<file path="src/sar_converter_sequencer_regs.svh">
// register offsets, field positions, reset values and timing counts of the converter sequencer
`ifndef SAR_CONVERTER_SEQUENCER_REGS_SVH
`define SAR_CONVERTER_SEQUENCER_REGS_SVH
// register offsets on the byte-wide i/o port
`define RESULT_LOW_OFS 8'h04
`define RESULT_HIGH_OFS 8'h05
`define CONTROL_STATUS_OFS 8'h06
`define INPUT_SELECT_OFS 8'h07
// converter_control_status field positions
`define CCS_EN_BIT 7
`define CCS_START_BIT 6
`define CCS_FREE_RUN_BIT 5
`define CCS_DONE_FLAG_BIT 4
`define CCS_IRQ_EN_BIT 3
// input_select_register field positions
`define ISEL_LADJ_BIT 5
// reset values
`define CCS_RESET 8'h00
`define ISEL_RESET 8'h00
// conversion timing in converter clock cycles
`define NORMAL_LEN 5'h0D
`define EXTENDED_LEN 5'h19
`define NORMAL_SH_CYC 5'h01
`define EXTENDED_SH_CYC 5'h0D
`define RESULT_BITS 5'h0A
// differential channel code range
`define DIFF_CODE_LO 5'h0B
`define DIFF_CODE_HI 5'h1D
`endif

</file>
<file path="src/sar_seq_pkg.sv">
// shared types of the converter sequencer: bus request, selection and state
`default_nettype none
package sar_seq_pkg;
  // one register port request
  typedef struct packed {
    logic [7:0] addr;
    logic [7:0] wdata;
    logic wr;
    logic rd;
  } bus_req_t;
  // reference and channel selection as applied to the analog front end
  typedef struct packed {
    logic [1:0] ref_sel;
    logic [4:0] chan;
  } sel_t;
  // whole state of the sequencer
  typedef struct packed {
    logic en;
    logic start;
    logic free_run;
    logic flag;
    logic irq_en;
    logic [2:0] ps;
    logic [7:0] isel;
    sel_t act;
    logic [6:0] pre;
    logic par;
    logic first;
    logic busy;
    logic ext;
    logic [4:0] cyc;
    logic [9:0] sar;
    logic [9:0] res;
    logic lock;
    logic halt_q;
    logic [7:0] rdata;
    logic [9:0] trial;
    logic sh;
    logic irq;
  } state_t;
endpackage
`default_nettype wire

</file>
<file path="src/sar_converter_sequencer.sv">
// sequencer, register file and result handling of the 10-bit successive-approximation converter
// Functional notes
// - start bit reads high until conversion ends
// - channel change applies after running conversion
// - 10-bit result, right or left aligned
// - low-byte read blocks updates until high read
// - done flag still sets when result dropped
// - prescaler runs while enabled, else held reset
// - start on next edge; differential every other
// - normal 13 cycles, first one 25
// - sample at 1.5 or 13.5 cycles
// - completion stores result, flags, clears start
// - free-run restarts at once, start stays high
// - selection follows buffer until conversion starts
// - copying resumes in final conversion cycle
// - halted processor starts a noise-reduced conversion
// - completion interrupt wakes the sleeping processor
// - single-ended code scales input to reference
// - differential code saturates at zero
// - input select fields and zero reset
// - reference change waits for completion
// - divider codes map to divide by 2..128
// - left-adjust change re-presents result at once
// - disabling aborts; writing zero to start ignored
// - flag cleared by vector or writing one
//
// Decided for this implementation: strobed register access.
`include "sar_converter_sequencer_regs.svh"
`default_nettype none
module sar_converter_sequencer (
  input wire logic clk,
  input wire logic nrst,
  input wire sar_seq_pkg::bus_req_t bus_req,
  output logic [7:0] rdata,
  input wire logic cmp_decision,
  output logic [9:0] trial_code,
  output logic sample_hold,
  output sar_seq_pkg::sel_t active_sel,
  output logic converting,
  input wire logic cpu_halted,
  input wire logic global_irq_en,
  input wire logic irq_ack,
  output logic done_irq
);
  import sar_seq_pkg::*;

  state_t s_r; // registered state
  state_t s_nxt; // next state
  logic rise; // converter clock rising instant
  logic fall; // converter clock falling instant, for the half-cycle sample point
  logic go; // a conversion begins this cycle
  logic last; // final converter cycle of the running conversion
  logic done_evt; // conversion completes this cycle
  logic diff_sel; // active channel is a differential pair
  logic [7:0] div; // system clock division factor
  logic [4:0] len; // length of the running conversion
  logic [4:0] sh_cyc; // whole cycles before the sample point
  logic rd_low; // low result byte is being read
  logic rd_high; // high result byte is being read

  // timing at a glance, counted in converter cycles from the start:
  // - the prescaler counts system clocks; its last count marks a rising instant
  // - its middle count marks the falling instant, used only for the sample point
  // - cycles run from 0; a normal conversion samples at the falling instant of cycle 1
  // - an extended conversion samples in cycle 13 and runs to cycle 24
  // - one trial bit per cycle follows the sample, most significant first
  // - the comparator answer is taken at the rising instant that ends the cycle
  // - completion falls on the rising instant that ends the last cycle
  // - the active selection reopens in that last cycle, so the next start sees it
  // - a start write is honoured only together with the enable bit
  // - software clears the flag by writing one; a read-modify-write may drop it
  // - the result pair stays frozen from a low-byte read to a high-byte read
  // - the extended-first marker is rearmed whenever the enable bit drops
  // - no long counts are kept, so the slowest divider costs only seven bits
  // next-state logic: bus access first, then the sequencer, so hardware sets win
  always_comb begin
    logic start_wr;
    logic [4:0] k;
    logic [4:0] nsh;
    logic [4:0] idx;
    start_wr = 1'b0;
    k = 5'h00;
    nsh = 5'h00;
    idx = 5'h00;
    s_nxt = s_r;
    s_nxt.sh = 1'b0;
    s_nxt.rdata = 8'h00;
    s_nxt.halt_q = cpu_halted;
    // divide by 2 for the two lowest codes, else a power of two
    div = (s_r.ps < 3'h2) ? 8'h02 : (8'h01 << s_r.ps);
    rise = s_r.en && ({1'b0, s_r.pre} == 8'(div - 8'h01));
    fall = s_r.en && ({1'b0, s_r.pre} == 8'((div >> 1) - 8'h01));
    diff_sel = (s_r.act.chan >= `DIFF_CODE_LO) && (s_r.act.chan <= `DIFF_CODE_HI);
    len = s_r.ext ? `EXTENDED_LEN : `NORMAL_LEN;
    sh_cyc = s_r.ext ? `EXTENDED_SH_CYC : `NORMAL_SH_CYC;
    last = s_r.busy && (s_r.cyc == 5'(len - 5'h01));
    done_evt = rise && last;
    rd_low = bus_req.rd && (bus_req.addr == `RESULT_LOW_OFS);
    rd_high = bus_req.rd && (bus_req.addr == `RESULT_HIGH_OFS);
    // register writes
    if (bus_req.wr) begin
      unique case (bus_req.addr)
        `CONTROL_STATUS_OFS: begin
          s_nxt.en = bus_req.wdata[`CCS_EN_BIT];
          s_nxt.free_run = bus_req.wdata[`CCS_FREE_RUN_BIT];
          s_nxt.irq_en = bus_req.wdata[`CCS_IRQ_EN_BIT];
          s_nxt.ps = bus_req.wdata[2:0];
          // writing zero to start has no effect; a one needs the enable set
          start_wr = bus_req.wdata[`CCS_START_BIT] && bus_req.wdata[`CCS_EN_BIT];
          // flag clears on a written one; read-modify-write can lose it
          if (bus_req.wdata[`CCS_DONE_FLAG_BIT]) begin
            s_nxt.flag = 1'b0;
          end
        end
        `INPUT_SELECT_OFS: begin
          s_nxt.isel = bus_req.wdata; // buffer only, written freely
        end
        default: begin
          // result bytes are read-only, other offsets ignore writes
        end
      endcase
    end
    if (irq_ack) begin
      s_nxt.flag = 1'b0; // cleared as the vector executes
    end
    // register reads, data in the following cycle
    if (bus_req.rd) begin
      unique case (bus_req.addr)
        `CONTROL_STATUS_OFS: s_nxt.rdata = {s_r.en, s_r.start, s_r.free_run, s_r.flag, s_r.irq_en, s_r.ps};
        `INPUT_SELECT_OFS: s_nxt.rdata = s_r.isel;
        // alignment follows the live left-adjust bit, so a change shows at once
        `RESULT_HIGH_OFS: begin
          s_nxt.rdata = s_r.isel[`ISEL_LADJ_BIT] ? s_r.res[9:2] : {6'h00, s_r.res[9:8]};
        end
        `RESULT_LOW_OFS: begin
          s_nxt.rdata = s_r.isel[`ISEL_LADJ_BIT] ? {s_r.res[1:0], 6'h00} : s_r.res[7:0];
        end
        default: s_nxt.rdata = 8'h00;
      endcase
    end
    // result pair lock: low read closes it, high read opens it
    if (rd_low) begin
      s_nxt.lock = 1'b1;
    end else if (rd_high) begin
      s_nxt.lock = 1'b0;
    end
    // noise-reduced conversion: start once the processor halts in a quiet setup
    if (cpu_halted && !s_r.halt_q && s_r.en && !s_r.start && !s_r.free_run && s_r.irq_en) begin
      start_wr = 1'b1;
    end
    // prescaler is held in reset while disabled
    if (!s_r.en) begin
      s_nxt.pre = 7'h00;
      s_nxt.par = 1'b0;
    end else if (rise) begin
      s_nxt.pre = 7'h00;
      s_nxt.par = ~s_r.par;
    end else begin
      s_nxt.pre = s_r.pre + 7'h01;
    end
    // differential pairs may start only on every other edge since enable
    go = rise && s_r.start && !s_r.busy && (!diff_sel || !s_r.par);
    // active selection tracks the buffer when idle and in the last cycle
    if (!s_r.busy || last) begin
      s_nxt.act.ref_sel = s_r.isel[7:6];
      s_nxt.act.chan = s_r.isel[4:0];
    end
    // sample point half a converter cycle after the whole-cycle count
    if (fall && s_r.busy && (s_r.cyc == sh_cyc)) begin
      s_nxt.sh = 1'b1;
    end
    if (go) begin
      s_nxt.busy = 1'b1;
      s_nxt.cyc = 5'h00;
      s_nxt.ext = s_r.first; // first conversion after enable is extended
      s_nxt.first = 1'b0;
      s_nxt.sar = 10'h000;
    end else if (rise && s_r.busy) begin
      if (last) begin
        // a blocked pair drops the result, the flag is still raised
        if (!(s_r.lock || rd_low)) begin
          s_nxt.res = s_r.sar;
        end
        s_nxt.flag = 1'b1;
        if (s_r.free_run) begin
          s_nxt.cyc = 5'h00;
          s_nxt.ext = 1'b0;
          s_nxt.sar = 10'h000;
        end else begin
          s_nxt.busy = 1'b0;
          s_nxt.start = 1'b0;
        end
      end else begin
        s_nxt.cyc = s_r.cyc + 5'h01;
        // comparator decision for the trial bit shown during this cycle
        if ((s_r.cyc > sh_cyc) && (s_r.cyc <= 5'(sh_cyc + `RESULT_BITS))) begin
          k = 5'(s_r.cyc - sh_cyc - 5'h01);
          idx = 5'(5'h09 - k);
          s_nxt.sar[idx[3:0]] = cmp_decision;
        end
      end
    end
    // a start written now survives a completion clearing start in the same cycle
    if (start_wr) begin
      s_nxt.start = 1'b1;
    end
    // disabling aborts and rearms the extended first conversion
    if (!s_nxt.en) begin
      s_nxt.busy = 1'b0;
      s_nxt.start = 1'b0;
      s_nxt.cyc = 5'h00;
      s_nxt.first = 1'b1;
    end
    // trial word for the analog core: decided bits plus the bit under test
    nsh = s_nxt.ext ? `EXTENDED_SH_CYC : `NORMAL_SH_CYC;
    s_nxt.trial = 10'h000;
    if (s_nxt.busy && (s_nxt.cyc > nsh) && (s_nxt.cyc <= 5'(nsh + `RESULT_BITS))) begin
      k = 5'(s_nxt.cyc - nsh - 5'h01);
      idx = 5'(5'h09 - k);
      s_nxt.trial = s_nxt.sar | (10'h001 << idx[3:0]);
    end
    // single level request to the processor
    s_nxt.irq = s_nxt.flag && s_nxt.irq_en && global_irq_en;
  end

  // state register; first conversion after reset is extended
  always_ff @(posedge clk or negedge nrst) begin
    if (!nrst) begin
      s_r <= '0;
      s_r.first <= 1'b1;
    end else begin
      s_r <= s_nxt;
    end
  end

  // outputs straight from the state register
  assign rdata = s_r.rdata;
  assign trial_code = s_r.trial;
  assign sample_hold = s_r.sh;
  assign active_sel = s_r.act;
  assign converting = s_r.busy;
  assign done_irq = s_r.irq;
endmodule
`default_nettype wire

</file>
<file path="config.mk">
export PLATFORM = sky130hd
export DESIGN_NAME = sar_converter_sequencer
export DESIGN_NICKNAME = d
export VERILOG_FILES = /design/src/sar_seq_pkg.sv /design/src/sar_converter_sequencer.sv
export VERILOG_INCLUDE_DIRS = /design/src /design/src/src
export SDC_FILE = /design/constraint.sdc
export NUM_CORES = 1
export LEC_CHECK = 0
export ABC_AREA = 1
export BUFFER_PORTS_ARGS = -buffer_cell sky130_fd_sc_hd__buf_2
export CAP_MARGIN = 20
export CORE_AREA = 4 4 104 106
export CTS_BUF_LIST = sky130_fd_sc_hd__clkbuf_8
export CTS_CLUSTER_SIZE = 8
export DETAILED_ROUTE_END_ITERATION = 12
export DIE_AREA = 0 0 108 110
export GPL_TIMING_DRIVEN = 0
export PLACE_DENSITY = 0.68
export SYNTH_ARGS = -nofsm -noshare
export SYNTH_HDL_FRONTEND = slang
export SYNTH_SLANG_ARGS = --single-unit
</file>
<file path="constraint.sdc">
create_clock -name clk -period 3.9 [get_ports clk]
set_input_delay 0.195 -clock clk [delete_from_list [all_inputs] [get_ports clk]]
set_output_delay 0.195 -clock clk [all_outputs]
set_load 0.05 [all_outputs]
</file>
==> summary.md, run 1 <==
Entering global routing, the biggest net connects 53 pins. For the finished layout, the period the worst path requires is 3470 ps. The post-synthesis cell area was 0.00482 sq mm; the clock edge transition at the registers on the reported setup and hold paths was 80 ps.

For this design the ratio of total power to cell area is 292 mW/mm^2. In the final timing run, aggregate negative setup slack is 0 ps. A synthesized cell averages 7.56 sq um. The worst slew margin relative to its limit is 0.645. The floorplan step set the die height to 110 um. Once detailed placement completed, the half-perimeter wirelength came to 9.01 mm.

Period utilization: 0.890. The library cell used most frequently in the layout, excluding fill and tap cells, is nand2_1. The instance area after placement is 0.00527 sq mm. Type of the worst min-delay path: in -> reg. The run finished with clean final reports. Counting flops with a built-in enable in the synthesized netlist gives 0.

The routed layout has 4251 vias. The count of boundary I/O pins is 52, and the wire length of the first global-routing pass is 19.4 mm. The signal arrival time at the worst endpoint was 3760 ps.

By startpoint and endpoint, the worst setup path is classified as reg -> reg. The area of the core came out at 0.00977 sq mm. The routed wire length per instance is 13.9 um. The max-capacitance violation count is 0, and the die width is 108 um. The kind of end point of the critical path was a register. The initialized floorplan defines 36 standard-cell rows. Highest clock frequency the design can meet: 288 MHz. The cell count after synthesis is 637, and the layout overhead on the synthesized area is 14.1%.

The first TritonRoute pass finished after 5 iterations. The portion of the post-synthesis area used by sequential elements was 0.421. In the layout the commonest cells are nand2_1, inv_1, dfrtp_1. The number of nets with antenna violations after detailed routing was 0; the average vias per placed instance was 5.06. The startpoint type of the worst setup path was a register.

The tools report the all-layer global routing usage as 0.209. The congestion estimate from routability-driven global placement came to 0.901. The most instantiated flip-flop cell in the synthesis netlist was dfrtp_1.

For this run, the post-layout net count is 740. The initial antenna violation count was 0. The run gives 360 ps as the clock latency on the worst-skew pair. Counting every net in the synthesized netlist gives 674. Hold is met by 44.2 ps. The clock root buffer is clkbuf_8. For this run, the number of Yosys warnings is 0.

The netlist uses 43 different library cells. The clock arrives with 9.43 ps of skew. With fillers left out, the area of the finished cells amounts to 0.00550 sq mm. The via count of the first global-routing pass came out at 4163.

The leakage dissipation came out at 2.93 nW. Clock tree synthesis inserted a total of 9 buffers. The layout has 943 filler cells. The async set or reset register ratio after synthesis is 1.00, and the aggregate global routing overflow is 0. Of all nets on the critical path, the largest fanout is 8.

The clock tree synthesis step divided the H-tree into 3 levels. The max-slew violation count came out at 0. The worst-case IR drop observed on VDD is 0.141 mV. The number of remaining DRC errors was 0; the fraction of final layout cells with drive strength greater than 1 was 0.194. Setup repair after global routing left no endpoint under its margin.

The run gives 0 as the setup violation total in the final timing report. Final routed wirelength across all metal layers: 11.7 mm. The transition time at the pin with the least slew margin is 531 ps, and the area of the die is 0.0119 sq mm. The number of register bits inferred by synthesis was 81.

The number of hold-slack violations in the final timing report is 0. The repair_antennas step left the layout with diodes totalling 0. The run gives 2 as the maximum buffer depth of the clock tree. Starting utilization of the core area: 0.493. The count of clock tree sinks is 81. STA puts the critical path data required time at 4190 ps. TritonCTS built the clock tree. For the DRC marker count from the first detailed-route iteration, the log shows 293. During placement, the flow inserted port buffers numbering 51.
[state kept, by name (all words and copies together) (netlist names)]
register	count
s_r	53
trial_code	10
rdata	8
active_sel	7
converting	1
done_irq	1
sample_hold	1
[repair_timing]
action                                 CTS  global route
setup buffers                            0             0
hold buffers                             2             0
setup endpoints to repair                0             5
endpoints found under the hold margin   30             0
resized for setup                        0             2
[stage by stage]
step	setup slack, ps	cells	utilization	power (mW)
after CTS	336	839	0.561	1.63
after floorplan	938	637	-	0.950
final	428	840	0.563	1.61
after global routing	60.6	840	0.563	1.68
after detailed placement	418	822	0.539	1.01
after global placement	444	821	0.536	0.998
[power by group]
part | switching (mW) | leakage (nW) | internal [mW] | total, mW
Clock | 0.307 | 0.0981 | 0.308 | 0.616
Sequential | 0.0127 | 1.09 | 0.851 | 0.864
Combinational | 0.0852 | 1.75 | 0.0418 | 0.127
[critical path, stage by stage, from the launching register on]
cell and delay, ps:
dfrtp_1 410, inv_1 250, nand2_2 140, ha_1 360
inv_1 70, nand2_1 90, nand3_1 100, nor2_1 150
nand2_2 100, nor2_8 200, nand3_4 130, nand2_2 130
inv_2 80, nand3_2 90, inv_2 60, ha_1 330
xnor2_2 240, nand2_1 110, nor2_1 140, a31oi_1 90
nor2_1 120
[cells by family after synthesis]
group           share of synthesized area
compound gates                      0.107
fa+ha+maj                          0.0338
flops                               0.421
simple gates                        0.294
mux                                0.0184
buf+inv                             0.116
xor+xnor                          0.00909
[Yosys cell counts, types with 2 or more instances]
cell type,n,area [sq um]
nand2_1,154,578
dfrtp_1,80,2000
inv_1,80,300
nor2_1,78,293
nand3_1,43,215
o21ai_0,35,175
a21oi_1,31,155
buf_4,27,203
ha_1,13,163
nand4_1,13,81.3
inv_2,8,30.0
nand2_2,8,50.1
mux2_2,7,78.8
clkbuf_1,6,22.5
a221oi_1,5,43.8
nand3_2,5,50.1
nor3_1,4,20.0
o22ai_1,4,25.0
xor2_1,4,35.0
nor2_2,3,18.8
a31oi_1,2,12.5
nand2_4,2,22.5
nand3_4,2,35.0
nor4_1,2,12.5
o2111ai_1,2,17.5
o31ai_1,2,15.0
[routing by layer]
layer  vias to the layer above  track usage  part of all wire
met1                      1931        0.265              0.45
li1                       2170            -                 -
met3                        28       0.0367             0.057
met4                         0        0.113             0.038
met5                         -            0                 0
met2                       122        0.342              0.45
[final timing paths]
check / slack (ps) / start / endpoint / depth (start not counted)
min in group asynchronous: 300 / nrst / s_r[66] / 2
max in group asynchronous: 2950 / nrst / s_r[49] / 3
hold / removal: 40 / global_irq_en / done_irq / 3
hold reg to reg: 470 / s_r[49] / s_r[49] / 2
setup / recovery: 430 / s_r[75] / trial_code[7] / 20
setup reg to reg: 430 / s_r[75] / trial_code[7] / 20
[layout make-up]
cell class / count / area, sq um / share of cell area
clock buffers: 10 / 138 / 0.0250
plain buffers: 34 / 230 / 0.0419
well taps: 133 / 166 / 0.0303
multi-input cells: 434 / 2240 / 0.407
clock inverters: 5 / 56.3 / 0.0102
inverters: 88 / 330 / 0.0601
repair buffers: 55 / 310 / 0.0564
flip-flops and latches: 81 / 2030 / 0.369
Note: power is estimated with default switching activity, not from simulation.
==> run 2: changes to the inputs <==
--- a/config.mk
+++ b/config.mk
@@ -9,13 +9,13 @@
 export ABC_AREA = 1
 export BUFFER_PORTS_ARGS = -buffer_cell sky130_fd_sc_hd__buf_2
 export CAP_MARGIN = 20
-export CORE_AREA = 4 4 104 106
+export CORE_AREA = 4 4 94 96
 export CTS_BUF_LIST = sky130_fd_sc_hd__clkbuf_8
 export CTS_CLUSTER_SIZE = 8
 export DETAILED_ROUTE_END_ITERATION = 12
-export DIE_AREA = 0 0 108 110
+export DIE_AREA = 0 0 98 100
 export GPL_TIMING_DRIVEN = 0
-export PLACE_DENSITY = 0.68
+export PLACE_DENSITY = 0.81
 export SYNTH_ARGS = -nofsm -noshare
 export SYNTH_HDL_FRONTEND = slang
 export SYNTH_SLANG_ARGS = --single-unit
==> run 2 against run 1 <==
  * Critical path depth unchanged
  * Via count increased by 2.8%
  * Highest routed layer unchanged
  * Largest power group unchanged
  * Global-route usage increased by 4.9 points
  * Critical path type unchanged
  * Largest cell class unchanged
  * Die area decreased by 18%
  * Clock-buffer cell count decreased by 1
  * Final cell count decreased by 3.2%
  * Routed wire length increased by 3.0%
  * Worst setup slack got worse by 12 ps
==> summary.md, run 2 (synthesized netlist as in run 1, its figures left out) <==
The flow ran to the end, and the final reports show no timing, DRC or antenna violations. Based on the critical path, the design can be clocked at up to 287 MHz. The clock edge transition at the registers on the reported setup and hold paths came out at 90 ps.

The logs give 0.258 for the all-layer global routing usage and 3770 ps for the signal arrival time at the worst endpoint. Area of the core: 0.00805 sq mm. The tools report the clock root buffer as clkbuf_8. STA classifies the critical path endpoint as a register. Counting tap cells, the placed design contains a total of 795 instances.

Setup violations remaining at the end of the flow were counted as 0. The post-route minimum period is 3480 ps, and the worst voltage drop across the vdd grid is 0.223 mV. Clock latency on the worst-skew pair, taken at its later pin, is 360 ps.

The critical path class is reg -> reg. The average vias per placed instance works out to 5.38. The H-tree was split into 3 levels. The height of the die was 100 um. The final-layout setup total negative slack is 0 ps, and the layout overhead on the synthesized area is 14.0%.

The logs give 0 for the max-capacitance violation count and 9.43 mm for the HPWL reported at the end of detailed placement. Once layout is complete, the cells apart from fillers number 813. Once detail routing completed, the nets flagged for antenna violations numbered 0.

Buffers placed on the I/O ports in this run total 51. Data on the critical path is required at its endpoint by 4190 ps. Buffers inserted during clock tree synthesis total 9.

After the last flow step, the layout net total stands at 740. Setup repair after global routing left no endpoint under its margin. Row generation in the floorplan step produced 33 rows. The maximum buffer depth of the clock tree was 2.

The number of antenna diodes in the final layout is 0. For the power consumption, the log shows 1.70 mW. The first detailed-routing pass ran for 5 iterations. The transition time at the pin with the least slew margin works out to 539 ps. Of all nets on the critical path, the largest fanout is 8.

The logs give 0.976 for the placer's final routability congestion estimate and 420 ps for the slack of the worst reg-to-reg path. Total power per unit cell area: 309 mW/mm^2. Across all layers, the routed design uses 4370 vias.

The via count of the first global-routing pass was 4215. The initial antenna violation count was 0. The wire length of the first global-routing pass came out at 20.3 mm. The die covers 0.00980 sq mm.

Leaving out fill and tap cells, the most frequent cells in the layout are nand2_1, inv_1, dfrtp_1. The tools report the pin count of the biggest net entering global routing as 51. For this run, design rule violations remaining after detail routing come to 0. The logs give 2.95 nW for the leakage dissipation and 81 for the count of clock tree sinks.

The number of flip-flops in the largest register was 53. The floorplan step set the die width to 98 um. The period utilization was 0.893.

For this design the top-level I/O count stands at 52. Wires add up to 12.1 mm. Number of hold-slack violations in the final timing report: 0. Dividing the detail-routed wire length by the instance count gives 14.8 um. The worst slew margin relative to its limit was 0.639; the starting utilization of the core area was 0.598.

The tools report the max-slew violation count as 0. The fraction of final layout cells with drive strength greater than 1 works out to 0.195. The min-delay analysis places its worst path in the category in -> reg. Leaving out fill and tap cells, the most frequent cell in the layout is nand2_1. For the clock skew, the log shows 9.21 ps. After the first detailed-routing iteration, the DRC count stood at 255.

Aggregate global routing overflow: 0. The register ranked first by flip-flop count was s_r. TritonCTS built the clock tree. The startpoint type of the worst setup path is a register.
-- run 2: changes by cell type in the layout (fill, tap and decap cells not counted), sizes merged --
cell	change
bufinv	+1
clkbuf	-2
buf	+1
inv	+3
clkinv	-2
-- run 2: timing repair --
item | CTS | global route
endpoints found under the hold margin | 32 | 0
resized for setup | 0 | 2
setup buffers | 0 | 0
hold buffers | 2 | 0
endpoints found under the setup margin | 0 | 5
-- run 2: path summary, 6_finish.rpt --
path                          startpoint            end  cells past startpoint
hold / removal             global_irq_en       done_irq                      3
hold reg to reg                  s_r[49]        s_r[49]                      2
setup / recovery                 s_r[75]  trial_code[7]                     20
setup reg to reg                 s_r[75]  trial_code[7]                     20
max in group asynchronous           nrst        s_r[49]                      3
min in group asynchronous           nrst        s_r[56]                      2
-- run 2: power by group --
part	switching (mW)	total, mW	internal [mW]
combinational	0.0872	0.129	0.0418
clock	0.336	0.704	0.368
sequential	0.0121	0.863	0.851
total	0.435	1.70	1.26
-- run 2: worst max-delay path, cell delays in order (launching register included) --
cell and delay [ps]:
dfrtp_1 400, inv_1 240, nand2_2 140, ha_1 370
inv_1 70, nand2_1 80, nand3_1 100, nor2_1 140
nand2_2 100, nor2_8 200, nand3_4 130, nand2_2 130
inv_2 80, nand3_2 100, inv_2 60, ha_1 330
xnor2_2 260, nand2_1 120, nor2_1 150, a31oi_1 100
nor2_1 110
-- run 2: area by class of cell --
class / count / area [sq um]
Buffer: 34 / 230
Clock buffer: 9 / 124
Tap cell: 105 / 131
Multi-Input combinational cell: 434 / 2240
Inverter: 88 / 330
Sequential cell: 81 / 2030
Clock inverter: 7 / 101
Timing Repair Buffer: 55 / 310
Fill cell: 682 / 2560
-- run 2: stage by stage --
stage	instance area [sq um]	setup WS [ps]	util	hold WS [ps]
2_1_floorplan	4820	938	-	-101
3_3_place_gp	5200	420	0.646	346
3_5_place_dp	5240	331	0.651	172
4_1_cts	5490	309	0.681	68.3
5_1_grt	5500	62.8	0.683	78.2
6_report	5500	417	0.683	69.0
-- run 2: routing by layer --
| layer | routed length, um | part of all wire | GRT usage |
|---|---|---|---|
| met1 | 5320 | 0.44 | 0.338 |
| met2 | 5830 | 0.48 | 0.441 |
| met3 | 713 | 0.059 | 0.0479 |
| met4 | 199 | 0.017 | 0.0724 |
| met5 | 0 | 0 | 0 |
==> run 3: changes to the inputs <==
--- a/config.mk
+++ b/config.mk
@@ -16,6 +16,8 @@
 export DIE_AREA = 0 0 98 100
 export GPL_TIMING_DRIVEN = 0
 export PLACE_DENSITY = 0.81
+export REMOVE_ABC_BUFFERS = 1
 export SYNTH_ARGS = -nofsm -noshare
 export SYNTH_HDL_FRONTEND = slang
 export SYNTH_SLANG_ARGS = --single-unit
+export TNS_END_PERCENT = 5
==> run 3 against run 2 <==
  * Critical path depth down 1
  * Clock-buffer cell count unchanged
  * Worst setup slack worse by 130 ps
  * Sequential share of layout area up 1.9 points
  * Clock power down 15%
  * Critical path type unchanged
  * Critical endpoint unchanged
  * Highest routed layer unchanged
==> summary.md, run 3 (synthesized netlist as in run 1, its figures left out) <==
The flow ran to the end, and the final reports show no timing, DRC or antenna violations. HPWL reported at the end of detailed placement: 8.92 mm. The final routed wirelength across all metal layers is 11.6 mm, and the area of the core is 0.00805 sq mm. The tools report the total of fill cells in the finished design as 720. In this run the remaining antenna-violating nets after routing total 0. The worst register-to-register path has a setup slack of 280 ps. Counting flops per register, the top entry is s_r.

After the last flow step, the layout net total stands at 706. The via count of the first global-routing pass is 4179, and the clock skew is 10.8 ps. Summing all placed instances gives a cell area of 0.00500 sq mm. The relative contribution of combinational cells to total power was 0.075. The run gives 81 as the count of clock tree sinks.

Following the worst setup path forward leads to its endpoint at trial_code[7]. The tools report the startpoint of the lowest-slack register-to-register path as s_r[75]. Leaving out fill and tap cells, the most frequent cell in the layout is nand2_1. Using the TritonRoute via totals, the vias-per-cell ratio works out to 5.53. The critical path required time came out at 4190 ps. The highest clock frequency the design can meet was 276 MHz. The floorplan has 33 rows. STA puts the critical path data arrival time at 3900 ps. The tools report the area of all placed cells without fillers as 0.00523 sq mm. Critical register-to-register path endpoint: trial_code[7].

Entering global routing, the biggest net connects 53 pins. Detailed routing inserted a total of 4304 vias. For the number of remaining DRC errors, the log shows 0. The worst path needs 3620 ps of the cycle, external delays included. The post-placement worst setup slack is 230 ps, and the count of boundary I/O pins is 52. The number of hold-slack violations in the final timing report is 0, and the worst slew margin relative to its limit is 0.472. Across the whole layout, storage elements account for 0.00203 sq mm. The die covers 0.00980 sq mm. The placed cell count came out at 760.

Leaving out filler cells and counting taps, the final layout contains 779. Setup repair after global routing left no endpoint under its margin. Clock tree synthesis inserted a total of 9 buffers. The total power per unit cell area is 303 mW/mm^2.

The starting utilization of the core area was 0.598; the max-slew violation count was 0. The logs give 0 for the setup violation total in the final timing report and 0.547 for the sequential cell fraction of total power. The cell sitting at the root of the clock tree is a clkbuf_8. The switching share of power was 0.256; the placer's final routability congestion estimate was 0.918. The run gives 432 as the DRC marker count from the first detailed-route iteration. The library cells used most frequently in the layout, excluding fill and tap cells, are nand2_1, inv_1, dfrtp_1. Along the worst path, the maximum fanout reaches 12. The fraction of power consumed by the clock network is 0.378, and the clock edge transition at the registers on the reported setup and hold paths is 80 ps.

The longest clock path from root to sink contains 2 buffers. Compared with the post-synthesis result, the final layout area differs by 8.44%. The critical path is of the reg -> reg type.

The die width was 98 um. For the switching power summed over all nets, the log shows 0.406 mW. Area occupied by multi-input gates: 0.00224 sq mm.

The count of buffers added on input and output ports is 51. For the post-CTS repair timing setup buffer count, the log shows 0. The depth of the most critical reg-to-reg path works out to 19.

For this design the static power due to leakage is 2.78 nW. The type of the worst min-delay path was in -> reg. The height of the die was 100 um. For the initial antenna violation count, the log shows 0.

The all-layer global routing usage was 0.245. Global routing finished with a remaining overflow of 0. The tools report the kind of end point of the critical path as a register. The count of antenna diodes in the layout was 0. The launch point of the critical path is s_r[75].

The worst path meets setup with 283 ps of slack. Max-cap violations in this run came to 0. The period utilization was 0.928. The run gives 7 as the first-pass iteration count of the detailed router. TritonCTS built the clock tree.

The wire length of the first global-routing pass was 19.4 mm; the CTS H-tree depth was 3. The transition time at the pin with the least slew margin works out to 790 ps. The routed wire length per instance works out to 14.9 um.

Clock latency on the worst-skew pair, taken at its later pin, is 360 ps. The tools report the startpoint type of the worst setup path as a register. The final-layout setup total negative slack was 0 ps; the worst voltage drop across the vdd grid was 0.143 mV. Number of flip-flops in the largest register: 53. The power consumption was 1.58 mW; the fraction of final layout cells with drive strength greater than 1 was 0.160. Internal power comes to 1.18 mW.
## run 3: final cells by class
class,instances,share of cell area
tap,105,0.0251
sequential,81,0.388
clock inverter,7,0.0122
clock buffer,9,0.0237
timing repair buffer,55,0.0594
inverter,88,0.0632
multi-input combinational,434,0.428
## run 3: repair_timing
action / CTS / global route
hold buffers: 2 / 0
resized for setup: 0 / 2
setup endpoints to repair: 0 / 10
endpoints found under the hold margin: 29 / 0
## run 3: power groups by stage
stage	sequential (mW)	combinational (mW)	clock, mW
after global placement	0.883	0.107	0
after detailed placement	0.883	0.115	0
after floorplan	0.891	0.0522	0
after global routing	0.869	0.132	0.638
final	0.867	0.118	0.599
after CTS	0.866	0.118	0.604
## run 3: through the flow
step           hold slack, ps  utilization
2_1_floorplan            -101            -
3_3_place_gp              341        0.618
3_5_place_dp              158        0.622
4_1_cts                  69.0        0.647
5_1_grt                  76.2        0.649
6_report                 71.6        0.649
## run 3: worst min path at each step
| stage | depth (start not counted) | start | to |
|---|---|---|---|
| 2_1_floorplan | 0 | nrst | active_sel[0] |
| 3_3_place_gp | 1 | cpu_halted | s_r[20] |
| 3_5_place_dp | 1 | nrst | s_r[66] |
| 4_1_cts | 3 | global_irq_en | done_irq |
| 5_1_grt | 3 | global_irq_en | done_irq |
| 6_report | 3 | global_irq_en | done_irq |
## run 3: routing by layer
layer	vias to the layer above	GRT usage	share of wire
met4	0	0.0809	0.024
met2	178	0.415	0.47
met5	-	0	0
li1	2104	-	-
met1	1984	0.311	0.43
met3	38	0.0591	0.078
## run 3: critical path: stages, from the launching register on
cell	delay, ps
dfrtp_1	520
inv_2	220
nand2_2	110
ha_1	340
inv_1	60
nand2_1	80
nand4_1	120
nor2_1	150
nand3_1	120
nor2_1	330
nand2_1	190
nand2_1	110
nand3_2	110
inv_2	100
ha_1	270
xnor2_2	230
nand2_1	110
nor2_1	150
a31oi_1	100
nor2_1	110
